[config.mk]
export PLATFORM = sky130hd
export DESIGN_NAME = atc_top
export DESIGN_NICKNAME = d
export VERILOG_FILES = /design/src/common/atc_pkg.sv /design/src/design/atc_top.sv
export SDC_FILE = /design/constraint.sdc
export NUM_CORES = 2
export LEC_CHECK = 0
export BUFFER_PORTS_ARGS = -buffer_cell sky130_fd_sc_hd__buf_4
export CAP_MARGIN = 40
export CORE_UTILIZATION = 61
export DETAILED_ROUTE_END_ITERATION = 6
export GPL_TIMING_DRIVEN = 0
export HOLD_SLACK_MARGIN = 0.03
export MAX_ROUTING_LAYER = met4
export PLACE_DENSITY = 0.78
export SYNTH_ARGS = -nofsm -noshare
export SYNTH_HDL_FRONTEND = slang
export SYNTH_SLANG_ARGS = --single-unit
export TNS_END_PERCENT = 30
[constraint.sdc]
create_clock -name clk_sys -period 3.1 [get_ports clk_sys]
set_clock_uncertainty 0.15 [all_clocks]
set_input_delay 0.155 -clock clk_sys [delete_from_list [all_inputs] [get_ports clk_sys]]
set_output_delay 0.155 -clock clk_sys [all_outputs]
set_load 0.02 [all_outputs]
[src/common/atc_pkg.sv]
// Constants for the ADC result handling block: ready flags, trigger selectors,
// digital comparators. Assumes a 16-bit register port and one 20 MHz clock.
package atc_pkg;

  // ----------------------------------------------------------------
  // Sizes
  // ----------------------------------------------------------------
  localparam int NUM_CHAN = 21;
  localparam int NUM_CMP  = 4;
  localparam int NUM_TRG  = 11;
  localparam int NUM_SRC  = 32;

  // ----------------------------------------------------------------
  // Register map (word addresses, own choice)
  // ----------------------------------------------------------------
  localparam logic [7:0] ADDR_READY_LO = 8'h00;
  localparam logic [7:0] ADDR_READY_HI = 8'h01;
  localparam logic [7:0] ADDR_TRG_BASE = 8'h10; // 0x10..0x1A, one per channel pair
  localparam logic [7:0] ADDR_CMP_BASE = 8'h20; // 8 words per comparator
  localparam logic [2:0] CMP_CON       = 3'h0;
  localparam logic [2:0] CMP_ENL       = 3'h1;
  localparam logic [2:0] CMP_ENH       = 3'h2;
  localparam logic [2:0] CMP_LO        = 3'h3;
  localparam logic [2:0] CMP_HI        = 3'h4;

  // ----------------------------------------------------------------
  // Field positions and reset values
  // ----------------------------------------------------------------
  localparam int TRG_EVEN_LSB = 0;
  localparam int TRG_ODD_LSB  = 8;
  localparam int CON_CHNL_LSB = 8;
  localparam int CON_EN       = 7;
  localparam int CON_IE       = 6;
  localparam int CON_STAT     = 5;
  localparam int CON_BETWEEN_CRITERION     = 4;
  localparam int CON_AT_OR_ABOVE_HIGH_CRITERION     = 3;
  localparam int CON_BELOW_HIGH_CRITERION     = 2;
  localparam int CON_AT_OR_ABOVE_LOW_CRITERION     = 1;
  localparam int CON_BELOW_LOW_CRITERION     = 0;
  localparam logic [15:0] RESET_VAL = 16'h0000;

  // ----------------------------------------------------------------
  // Trigger selector codes
  // ----------------------------------------------------------------
  localparam logic [4:0] TRG_NONE    = 5'h00;
  localparam logic [4:0] TRG_SW      = 5'h01;
  localparam logic [4:0] TRG_SW_LVL  = 5'h02;
  localparam logic [4:0] TRG_PWM_FST = 5'h04;
  localparam logic [4:0] TRG_PWM_LST = 5'h0B;
  localparam logic [4:0] TRG_TMR_FST = 5'h0C;
  localparam logic [4:0] TRG_TMR_LST = 5'h10;
  localparam logic [4:0] TRG_LC3     = 5'h11;
  localparam logic [4:0] TRG_LC4     = 5'h12;
  localparam logic [4:0] TRG_TIRQ_FST= 5'h14;
  localparam logic [4:0] TRG_TIRQ_LST= 5'h18;
  localparam logic [4:0] TRG_LC1     = 5'h1C;
  localparam logic [4:0] TRG_LC2     = 5'h1D;
  localparam logic [4:0] TRG_PTG     = 5'h1E;
  localparam logic [4:0] TRG_EXT     = 5'h1F;

endpackage

[src/design/atc_top.sv]
// ADC trigger selection, result ready flags and four digital comparators.
// Assumes the conversion core reports each result as a one-cycle strobe and
// that trigger sources are synchronous single-cycle pulses or levels.
`timescale 1ns/1ps
module atc_top (
  input  wire logic        clk_sys,
  input  wire logic        rst,
  // Register port
  input  wire logic [7:0]  reg_addr,
  input  wire logic [15:0] reg_wdata,
  input  wire logic        reg_wr,
  input  wire logic        reg_rd,
  output logic      [15:0] reg_rdata,
  // Trigger sources
  input  wire logic        sw_common_trig,
  input  wire logic        sw_level_trig,
  input  wire logic [7:0]  pwm_trig,
  input  wire logic [4:0]  timer_trig,
  input  wire logic [4:0]  timer_irq,
  input  wire logic [3:0]  logic_cell_out,
  input  wire logic        peripheral_trigger_gen_out,
  input  wire logic        external_trigger_input,
  // Conversion core
  input  wire logic        result_valid,
  input  wire logic [4:0]  result_chan,
  input  wire logic [15:0] result_data,
  input  wire logic [20:0] result_consumed,
  output logic      [20:0] chan_convert_req,
  output logic      [20:0] chan_result_ready,
  output logic             common_adc_irq
);

  // ----------------------------------------------------------------
  // Functions
  // ----------------------------------------------------------------
  // Maps a selector code onto the flat source vector; reserved codes are zero
  function automatic logic pick_src(input logic [4:0] code, input logic [atc_pkg::NUM_SRC-1:0] src);
    pick_src = src[code];
  endfunction

  function automatic logic is_write(input logic [7:0] a);
    is_write = reg_wr && (reg_addr == a);
  endfunction

  // ----------------------------------------------------------------
  // State
  // ----------------------------------------------------------------
  logic [4:0]  trg_sel      [atc_pkg::NUM_CHAN];
  logic [4:0]  next_trg_sel [atc_pkg::NUM_CHAN];
  logic [20:0] next_ready;
  logic [20:0] next_convert;
  logic [15:0] cmp_con      [atc_pkg::NUM_CMP];
  logic [15:0] next_cmp_con [atc_pkg::NUM_CMP];
  logic [20:0] cmp_en       [atc_pkg::NUM_CMP];
  logic [20:0] next_cmp_en  [atc_pkg::NUM_CMP];
  logic [15:0] cmp_lo       [atc_pkg::NUM_CMP];
  logic [15:0] next_cmp_lo  [atc_pkg::NUM_CMP];
  logic [15:0] cmp_hi       [atc_pkg::NUM_CMP];
  logic [15:0] next_cmp_hi  [atc_pkg::NUM_CMP];
  logic [15:0] next_rdata;
  logic        next_irq;
  logic [atc_pkg::NUM_SRC-1:0] src_vec;

  // ----------------------------------------------------------------
  // Trigger source vector, indexed by selector code
  // ----------------------------------------------------------------
  always_comb begin
    src_vec                  = '0;
    src_vec[atc_pkg::TRG_SW]     = sw_common_trig;
    src_vec[atc_pkg::TRG_SW_LVL] = sw_level_trig;
    for (int i = 0; i < 8; i++) begin
      src_vec[int'(atc_pkg::TRG_PWM_FST) + i] = pwm_trig[i];
    end
    for (int i = 0; i < 5; i++) begin
      src_vec[int'(atc_pkg::TRG_TMR_FST) + i]  = timer_trig[i];
      src_vec[int'(atc_pkg::TRG_TIRQ_FST) + i] = timer_irq[i];
    end
    src_vec[atc_pkg::TRG_LC3] = logic_cell_out[2];
    src_vec[atc_pkg::TRG_LC4] = logic_cell_out[3];
    src_vec[atc_pkg::TRG_LC1] = logic_cell_out[0];
    src_vec[atc_pkg::TRG_LC2] = logic_cell_out[1];
    src_vec[atc_pkg::TRG_PTG] = peripheral_trigger_gen_out;
    src_vec[atc_pkg::TRG_EXT] = external_trigger_input;
  end

  // ----------------------------------------------------------------
  // Trigger selectors, ready flags and conversion requests
  // ----------------------------------------------------------------
  // Ready set wins over a same-cycle consume so a fresh result is never lost
  always_comb begin
    for (int c = 0; c < atc_pkg::NUM_CHAN; c++) begin
      next_trg_sel[c] = trg_sel[c];
      if (is_write(8'(atc_pkg::ADDR_TRG_BASE + 8'(c / 2)))) begin
        next_trg_sel[c] = (c % 2 == 0) ? reg_wdata[atc_pkg::TRG_EVEN_LSB +: 5]
                                        : reg_wdata[atc_pkg::TRG_ODD_LSB +: 5];
      end
      next_convert[c] = pick_src(trg_sel[c], src_vec);
      next_ready[c]   = (chan_result_ready[c] && !result_consumed[c])
                      || (result_valid && result_chan == 5'(c));
    end
  end

  always_ff @(posedge clk_sys) begin
    if (rst) begin
      for (int c = 0; c < atc_pkg::NUM_CHAN; c++) trg_sel[c] <= 5'h00;
      chan_convert_req  <= '0;
      chan_result_ready <= '0;
    end else begin
      trg_sel           <= next_trg_sel;
      chan_convert_req  <= next_convert;
      chan_result_ready <= next_ready;
    end
  end

  // ----------------------------------------------------------------
  // Digital comparators
  // ----------------------------------------------------------------
  // Each comparator sees every new result once; the result is compared as
  // unsigned, since sign handling sits upstream in the conversion core.
  always_comb begin
    logic [7:0] base;
    logic       hit;
    logic       rd_con;
    base     = 8'h00;
    hit      = 1'b0;
    rd_con   = 1'b0;
    next_irq = 1'b0;
    for (int k = 0; k < atc_pkg::NUM_CMP; k++) begin
      base = 8'(atc_pkg::ADDR_CMP_BASE + 8'(k * 8));
      next_cmp_con[k] = cmp_con[k];
      next_cmp_en[k]  = cmp_en[k];
      next_cmp_lo[k]  = cmp_lo[k];
      next_cmp_hi[k]  = cmp_hi[k];
      rd_con = reg_rd && reg_addr == (base | 8'(atc_pkg::CMP_CON));
      if (is_write(base | 8'(atc_pkg::CMP_CON))) begin
        next_cmp_con[k][7:0] = {reg_wdata[7:6], cmp_con[k][atc_pkg::CON_STAT], reg_wdata[4:0]};
        if (!reg_wdata[atc_pkg::CON_EN]) next_cmp_con[k][atc_pkg::CON_STAT] = 1'b0;
      end
      if (is_write(base | 8'(atc_pkg::CMP_ENL))) next_cmp_en[k][15:0] = reg_wdata;
      if (is_write(base | 8'(atc_pkg::CMP_ENH))) next_cmp_en[k][20:16] = reg_wdata[4:0];
      if (is_write(base | 8'(atc_pkg::CMP_LO)))  next_cmp_lo[k] = reg_wdata;
      if (is_write(base | 8'(atc_pkg::CMP_HI)))  next_cmp_hi[k] = reg_wdata;
      // Reading the channel field clears status; an event in the same cycle wins
      if (rd_con) next_cmp_con[k][atc_pkg::CON_STAT] = 1'b0;
      hit = (cmp_con[k][atc_pkg::CON_BETWEEN_CRITERION] && result_data >= cmp_lo[k]
                                           && result_data <  cmp_hi[k])
         || (cmp_con[k][atc_pkg::CON_AT_OR_ABOVE_HIGH_CRITERION] && result_data >= cmp_hi[k])
         || (cmp_con[k][atc_pkg::CON_BELOW_HIGH_CRITERION] && result_data <  cmp_hi[k])
         || (cmp_con[k][atc_pkg::CON_AT_OR_ABOVE_LOW_CRITERION] && result_data >= cmp_lo[k])
         || (cmp_con[k][atc_pkg::CON_BELOW_LOW_CRITERION] && result_data <  cmp_lo[k]);
      if (result_valid && result_chan < 5'(atc_pkg::NUM_CHAN) && cmp_con[k][atc_pkg::CON_EN]
          && cmp_en[k][result_chan] && hit) begin
        next_cmp_con[k][atc_pkg::CON_STAT] = 1'b1;
        next_cmp_con[k][atc_pkg::CON_CHNL_LSB +: 5] = result_chan;
        if (cmp_con[k][atc_pkg::CON_IE]) next_irq = 1'b1;
      end
    end
  end

  always_ff @(posedge clk_sys) begin
    if (rst) begin
      for (int k = 0; k < atc_pkg::NUM_CMP; k++) begin
        cmp_con[k] <= atc_pkg::RESET_VAL;
        cmp_en[k]  <= '0;
        cmp_lo[k]  <= atc_pkg::RESET_VAL;
        cmp_hi[k]  <= atc_pkg::RESET_VAL;
      end
      common_adc_irq <= 1'b0;
    end else begin
      cmp_con        <= next_cmp_con;
      cmp_en         <= next_cmp_en;
      cmp_lo         <= next_cmp_lo;
      cmp_hi         <= next_cmp_hi;
      common_adc_irq <= next_irq;
    end
  end

  // ----------------------------------------------------------------
  // Register read path
  // ----------------------------------------------------------------
  // Unmapped addresses and unimplemented bits read as zero
  always_comb begin
    int idx;
    int k;
    idx = 0;
    k = 0;
    next_rdata = 16'h0000;
    if (reg_rd) begin
      if (reg_addr == atc_pkg::ADDR_READY_LO) next_rdata = chan_result_ready[15:0];
      if (reg_addr == atc_pkg::ADDR_READY_HI) next_rdata = {11'h000, chan_result_ready[20:16]};
      if (reg_addr >= atc_pkg::ADDR_TRG_BASE && reg_addr < atc_pkg::ADDR_TRG_BASE + 8'(atc_pkg::NUM_TRG)) begin
        idx = 2 * int'(reg_addr - atc_pkg::ADDR_TRG_BASE);
        next_rdata[4:0] = trg_sel[idx];
        if (idx + 1 < atc_pkg::NUM_CHAN) next_rdata[12:8] = trg_sel[idx + 1];
      end
      if (reg_addr >= atc_pkg::ADDR_CMP_BASE && reg_addr < atc_pkg::ADDR_CMP_BASE + 8'h20) begin
        k = int'(reg_addr[4:3]);
        unique case (reg_addr[2:0])
          atc_pkg::CMP_CON: next_rdata = {3'h0, cmp_con[k][12:0]};
          atc_pkg::CMP_ENL: next_rdata = cmp_en[k][15:0];
          atc_pkg::CMP_ENH: next_rdata = {11'h000, cmp_en[k][20:16]};
          atc_pkg::CMP_LO:  next_rdata = cmp_lo[k];
          atc_pkg::CMP_HI:  next_rdata = cmp_hi[k];
          default:          next_rdata = 16'h0000;
        endcase
      end
    end
  end

  always_ff @(posedge clk_sys) begin
    if (rst) begin
      reg_rdata <= 16'h0000;
    end else begin
      reg_rdata <= next_rdata;
    end
  end

endmodule

[After elaboration in Yosys (flattened, before gate mapping)]
Cells that the tools add are included.
W data, S select, Z words.
Word-level totals
  register bits: 428
  latch bits: 0
  bits in writable memories: 0
  bits in read-only memories: 0
  input port bits: 97
  memories kept: 0
Operators by class
  add/sub/neg operators: 2
  multiply operators: 0
  divide/modulo/power cells: 0
  order comparisons: 47
  equal/unequal tests: 60
  shift operators: 0
  multiplexer cells: 96
  bitwise logic cells: 4
  reductions and logical operators: 186
Operators with widths (count)
  $eq A8 B6 Y1 const B: 20
  $lt A5 B6 Y1 const B: 22
  $ge A16 B16 Y1: 8
  $lt A16 B16 Y1: 8
  $bmux W1 S5: 25
  $logic_and A1 B1 Y1: 116
  $mux W16: 7
  $bmux W16 S2: 3
  $eq A8 B5 Y1 const B: 11
  $pmux W16 S5: 1
  $ge A32 B6 Y1 const B: 2
  $not A32 Y32: 2
  $bmux W5 S5: 2
  $bmux W21 S2: 1
  $mux W1: 42
  $mux W21: 2
  $eq A5 B4 Y1 const B: 8
  $logic_or A1 B1 Y1: 37
  $mux W5: 7
  $ge A32 B3 Y1 const B: 1
  $lt A32 B6 Y1 const B: 1
  $not A2 Y32: 1
  $mux W13: 2
  $eq A5 B5 Y1 const B: 5
  24 further kinds: 61

[Longest topological paths before layout]
  word-level depth: 15
  mapped depth: 12
  gate-level depth less buffers: 10

[Worst setup path after synthesis]
Ideal clock, no wire load.
  path kind: flip-flop to flip-flop
  start: register cmp_lo[63] (netlist name)
  end: register common_adc_irq
  library setup time: 0.068 ns
  data arrival time: 2.564 ns
  data required time: 2.882 ns
  slack: 0.318 ns
  cell stages (with the launch flop): 11
  period minus slack after synthesis: 2.782 ns
  path through: dfxtp_1 -> inv_1 -> ha_1 -> nand4_2 -> or4_4 -> nand4b_1 -> or3b_1 -> a311o_1 -> buf_6 -> o22a_1 -> a21oi_2
Between the ends
  longest elaborated chain between the ends: 15
Ends and longest elaborated chain
  start: declaration: RTL line atc_top.sv:56  | logic [15:0] cmp_lo [atc_pkg::NUM_CMP];
  start signal: indexed assignment: RTL line atc_top.sv:165  | cmp_lo[k] <= atc_pkg::RESET_VAL;
  start signal: assignment: RTL line atc_top.sv:172  | cmp_lo <= next_cmp_lo;
  $ge A16 B16 Y1: RTL line atc_top.sv:145, atc_top.sv:149
  $logic_and A1 B1 Y1: RTL line atc_top.sv:145  | hit = (cmp_con[k][atc_pkg::CON_BETWEEN_CRITERION] && result_data >= cmp_lo[k]
  $logic_and A1 B1 Y1: RTL line atc_top.sv:146  | && result_data < cmp_hi[k])
  $logic_or A1 B1 Y1: RTL line atc_top.sv:147  | || (cmp_con[k][atc_pkg::CON_AT_OR_ABOVE_HIGH_CRITERION] && result_data >= cmp_hi[k])
  $logic_or A1 B1 Y1: RTL line atc_top.sv:148  | || (cmp_con[k][atc_pkg::CON_BELOW_HIGH_CRITERION] && result_data < cmp_hi[k])
  $logic_or A1 B1 Y1: RTL line atc_top.sv:149  | || (cmp_con[k][atc_pkg::CON_AT_OR_ABOVE_LOW_CRITERION] && result_data >= cmp_lo[k])
  $logic_or A1 B1 Y1 (*): RTL line atc_top.sv:150  | || (cmp_con[k][atc_pkg::CON_BELOW_LOW_CRITERION] && result_data < cmp_lo[k]);
  $logic_and A1 B1 Y1 (*): RTL line atc_top.sv:152  | && cmp_en[k][result_chan] && hit) begin
  $mux W1 (*): RTL line atc_top.sv:151  | if (result_valid && result_chan < 5'(atc_pkg::NUM_CHAN) && cmp_con[k][atc_pkg::CON_EN]
  $mux W1: RTL line atc_top.sv:155  | if (cmp_con[k][atc_pkg::CON_IE]) next_irq = 1'b1;
  $mux W1 (*): RTL line atc_top.sv:151
  $mux W1: RTL line atc_top.sv:155
  $mux W1 (*): RTL line atc_top.sv:151
  $mux W1: RTL line atc_top.sv:155
  $mux W1 (*): RTL line atc_top.sv:151
  end signal: assignment: RTL line atc_top.sv:174  | common_adc_irq <= next_irq;
  end: declaration: RTL line atc_top.sv:30  | output logic common_adc_irq
Every way passes the cells marked *; elsewhere a longest branch is shown, timed or not.
A chain may end at the register's enable or synchronous reset.

[Final worst setup path]
  start: input port reg_addr[3]
  end: register cmp_en[27] (netlist name)
Between the ends
  longest elaborated chain between the ends: 2
Ends and longest elaborated chain
  start: declaration: RTL line atc_top.sv:9  | input wire logic [7:0] reg_addr,
  $eq A8 B6 Y1: RTL line atc_top.sv:42  | is_write = reg_wr && (reg_addr == a);
  $logic_and A1 B1 Y1: RTL line atc_top.sv:42
  end signal: assignment: RTL line atc_top.sv:171  | cmp_en <= next_cmp_en;
  end: declaration: RTL line atc_top.sv:54  | logic [20:0] cmp_en [atc_pkg::NUM_CMP];
No other way between the ends.

==> impl_metrics.tcl <==
set metrics [dict create \
    dr.pass1.iters 7 \
    crit_type "input port to flip-flop" \
    drive_above_1_share_pct 17.12 \
    synth_seq_cells 428 \
    wl_met1_um 37930 \
    p_comb_share_pct 12.4 \
    numCtsBuffers 47 \
    cp_max_fo 10 \
    synthCells 3113 \
    drt-wirelength-per-cell_um 28.26 \
    timing.fmax_mhz 317.8 \
    syn-cell-area_um2 27240 \
    rows 77 \
    async_flop_share_pct 0 \
    rsz0062_at_grt "yes" \
    clk_latency_ns 0.61 \
    dieArea_um2 45510 \
    rrSetupSlack_ns 0.01 \
    cts.sinks 428 \
    antenna_found_initial 4 \
    p_sw_mw 3.575 \
    cts_tree "built" \
    portBuffers 145 \
    postRouteAntennaNets 0 \
    grt_usage_pct 51.45 \
    pwr-share-seq_pct 42.5 \
    synthDistinctLibCells 68 \
    wl_met3_um 15190 \
    wl_met2_um 49570 \
    dr.max_layer_used "met4" \
    design_area_um2 31830 \
    first_iter_violations 4317 \
    grt_pass1_wl_um 165700 \
    post-route-period-util_pct 101.5 \
    power_frac_clock_pct 45.0 \
    syn-mean-instance-area_um2 8.752 \
    violations "setup timing" \
    leakage_nw 11.17 \
    clock_path_buffers 3 \
    chipHeight_um 213.3 \
    clkSlewWorstSetupHoldPaths_ns 0.06 \
    critical_path.endpoint_type "flip-flop" \
    syn2layout_area_growth_pct 16.83 \
    grt_max_degree 14 \
    place_area_um2 29340 \
    cts-root-buf "clkbuf_16" \
    routed_wl_um 113800 \
    maxCapViolCount 0 \
    dp_hpwl_um 83440 \
    worstMarginPinSlew_ns 0.9878 \
    hold_viol_final 0 \
    slew_viol_final 0 \
    synth_top_area_cell "dfxtp_1" \
    min_path_type "input port to flip-flop" \
    via_per_inst 6.901 \
    synthFlopType "dfxtp_1" \
    ios 156 \
    vdd_drop_max_uv 449.1 \
    hold_slack_ns 0.04556 \
    synth_nets 3342 \
    setup_viol_count_final 8 \
    final_cell_mix "nand2_1, dfxtp_1, a21oi_1" \
    nets 3625 \
    grt_pass1_vias 26240 \
    htree_levels 2 \
    ys_seq_area_share_pct 31.45 \
    chipWidth_um 213.3 \
    yosysWarningCount 0 \
    critPathRequiredTime_ns 3.49 \
    min_period_ns 3.147 \
    overflow 0 \
    initial_utilization_pct 61.74 \
    post-place-ws_ns -1.614 \
    core_um2 44120 \
    critPathLaunchType "input port" \
    yosysTopAreaCellShare_pct 31.45 \
    powerDensity_nw_per_um2 407.5 \
    drc_errors 0 \
    synth_edf_count 0 \
    worst_slack_ns -0.04685 \
    synth_area_leaders "dfxtp_1, mux4_2, nand2_1, a21oi_1, mux2i_1" \
    slew_headroom_pct 34.14 \
    status "complete, but fails checks" \
    fin_tns_setup_ns -0.1809 \
    p_int_mw 9.395 \
    place_congestion 1.088 \
    mostFrequentLayoutCell "nand2_1" \
    vias 27790 \
    switching_share_pct 27.56 \
    worstPathArrival_ns 3.53 \
]
## sequential cells by signal, indices dropped and copies added (netlist names)
name,count
trg_sel,105
cmp_en,84
cmp_hi,64
cmp_lo,64
cmp_con,52
chan_convert_req,21
chan_result_ready,21
reg_rdata,16
common_adc_irq,1
## cells by family (layout without fill, tap and decap cells)
group,count (synthesis),after routing,share of synthesized area [%]
flops,428,428,31.45
mux,414,414,25.91
compound gates,626,626,13.10
fa+ha+maj,132,132,6.062
buf+inv,423,739,6.159
simple gates,1090,1090,17.32
other cells,0,6,0
## stage by stage
stage	std cells	utilization [%]	power, mW
floorplan	3113	-	6.438
global placement	3850	65.89	7.012
detailed placement	3873	66.49	7.081
CTS	4015	71.51	12.79
global route	4025	72.12	13.19
finish	4027	72.13	12.97
## layer usage
layer / up-vias / track usage (%)
met5: - / -
met4: 0 / 40.17
met3: 694 / 14.40
met2: 2355 / 75.45
met1: 13070 / 59.53
li1: 11670 / -
## cell type report
type                    count  area [um2]
clock buffers              64        1361
clock inverters            18       195.2
multi-input cells        2262       17240
repair buffers            235        2023
well taps                 592       740.7
inverters                 137       514.2
flip-flops and latches    428        8576
diodes                      6       15.01
plain buffers             285        1166
fillers                  3412       12300
## path summary, 6_finish.rpt
path / start / to / cells after the start
setup / recovery: reg_addr[3] / cmp_en[27] / 9
hold / removal: logic_cell_out[2] / chan_convert_req[20] / 5
setup reg to reg: cmp_hi[31] / common_adc_irq / 10
hold reg to reg: cmp_con[37] / cmp_con[37] / 2
## power by group through the flow
stage,clock (mW),sequential [mW],combinational (mW)
finish,5.84,5.52,1.61
global route,6.02,5.52,1.66
CTS,5.77,5.52,1.50
detailed placement,0,5.64,1.44
global placement,0,5.64,1.37
floorplan,0,5.64,0.797
## cell usage after synthesis, drive strengths merged, types with 14 or more instances
| cell | count |
|---|---|
| or3b | 23 |
| dfxtp | 428 |
| clkbuf | 209 |
| ha | 132 |
| a22oi | 14 |
| o21ai | 87 |
| nand3b | 23 |
| inv | 137 |
| nor2 | 220 |
| buf | 76 |
| mux4 | 233 |
| a21oi | 381 |
| nor2b | 31 |
| a211oi | 23 |
| mux2i | 181 |
| o22ai | 31 |
| nand3 | 74 |
| nand4 | 29 |
| nand2 | 626 |
## critical path, stage by stage
cell and delay [ns]:
buf_2 0.23, buf_2 0.36, buf_2 0.36, nor2_1 0.70
nand2_1 0.35, nor2_1 0.55, clkbuf_1 0.52, nand2_1 0.12
a21oi_1 0.17
## what timing repair did
item / CTS / global route
setup endpoints to repair: 147 / 64
pin swaps: 0 / 12
buffers inserted: 0 / 6
hold buffers: 61 / 0
hold endpoints to repair: 121 / 0
gates resized for setup: 11 / 42
No activity file was read; power rests on OpenSTA's default activity.
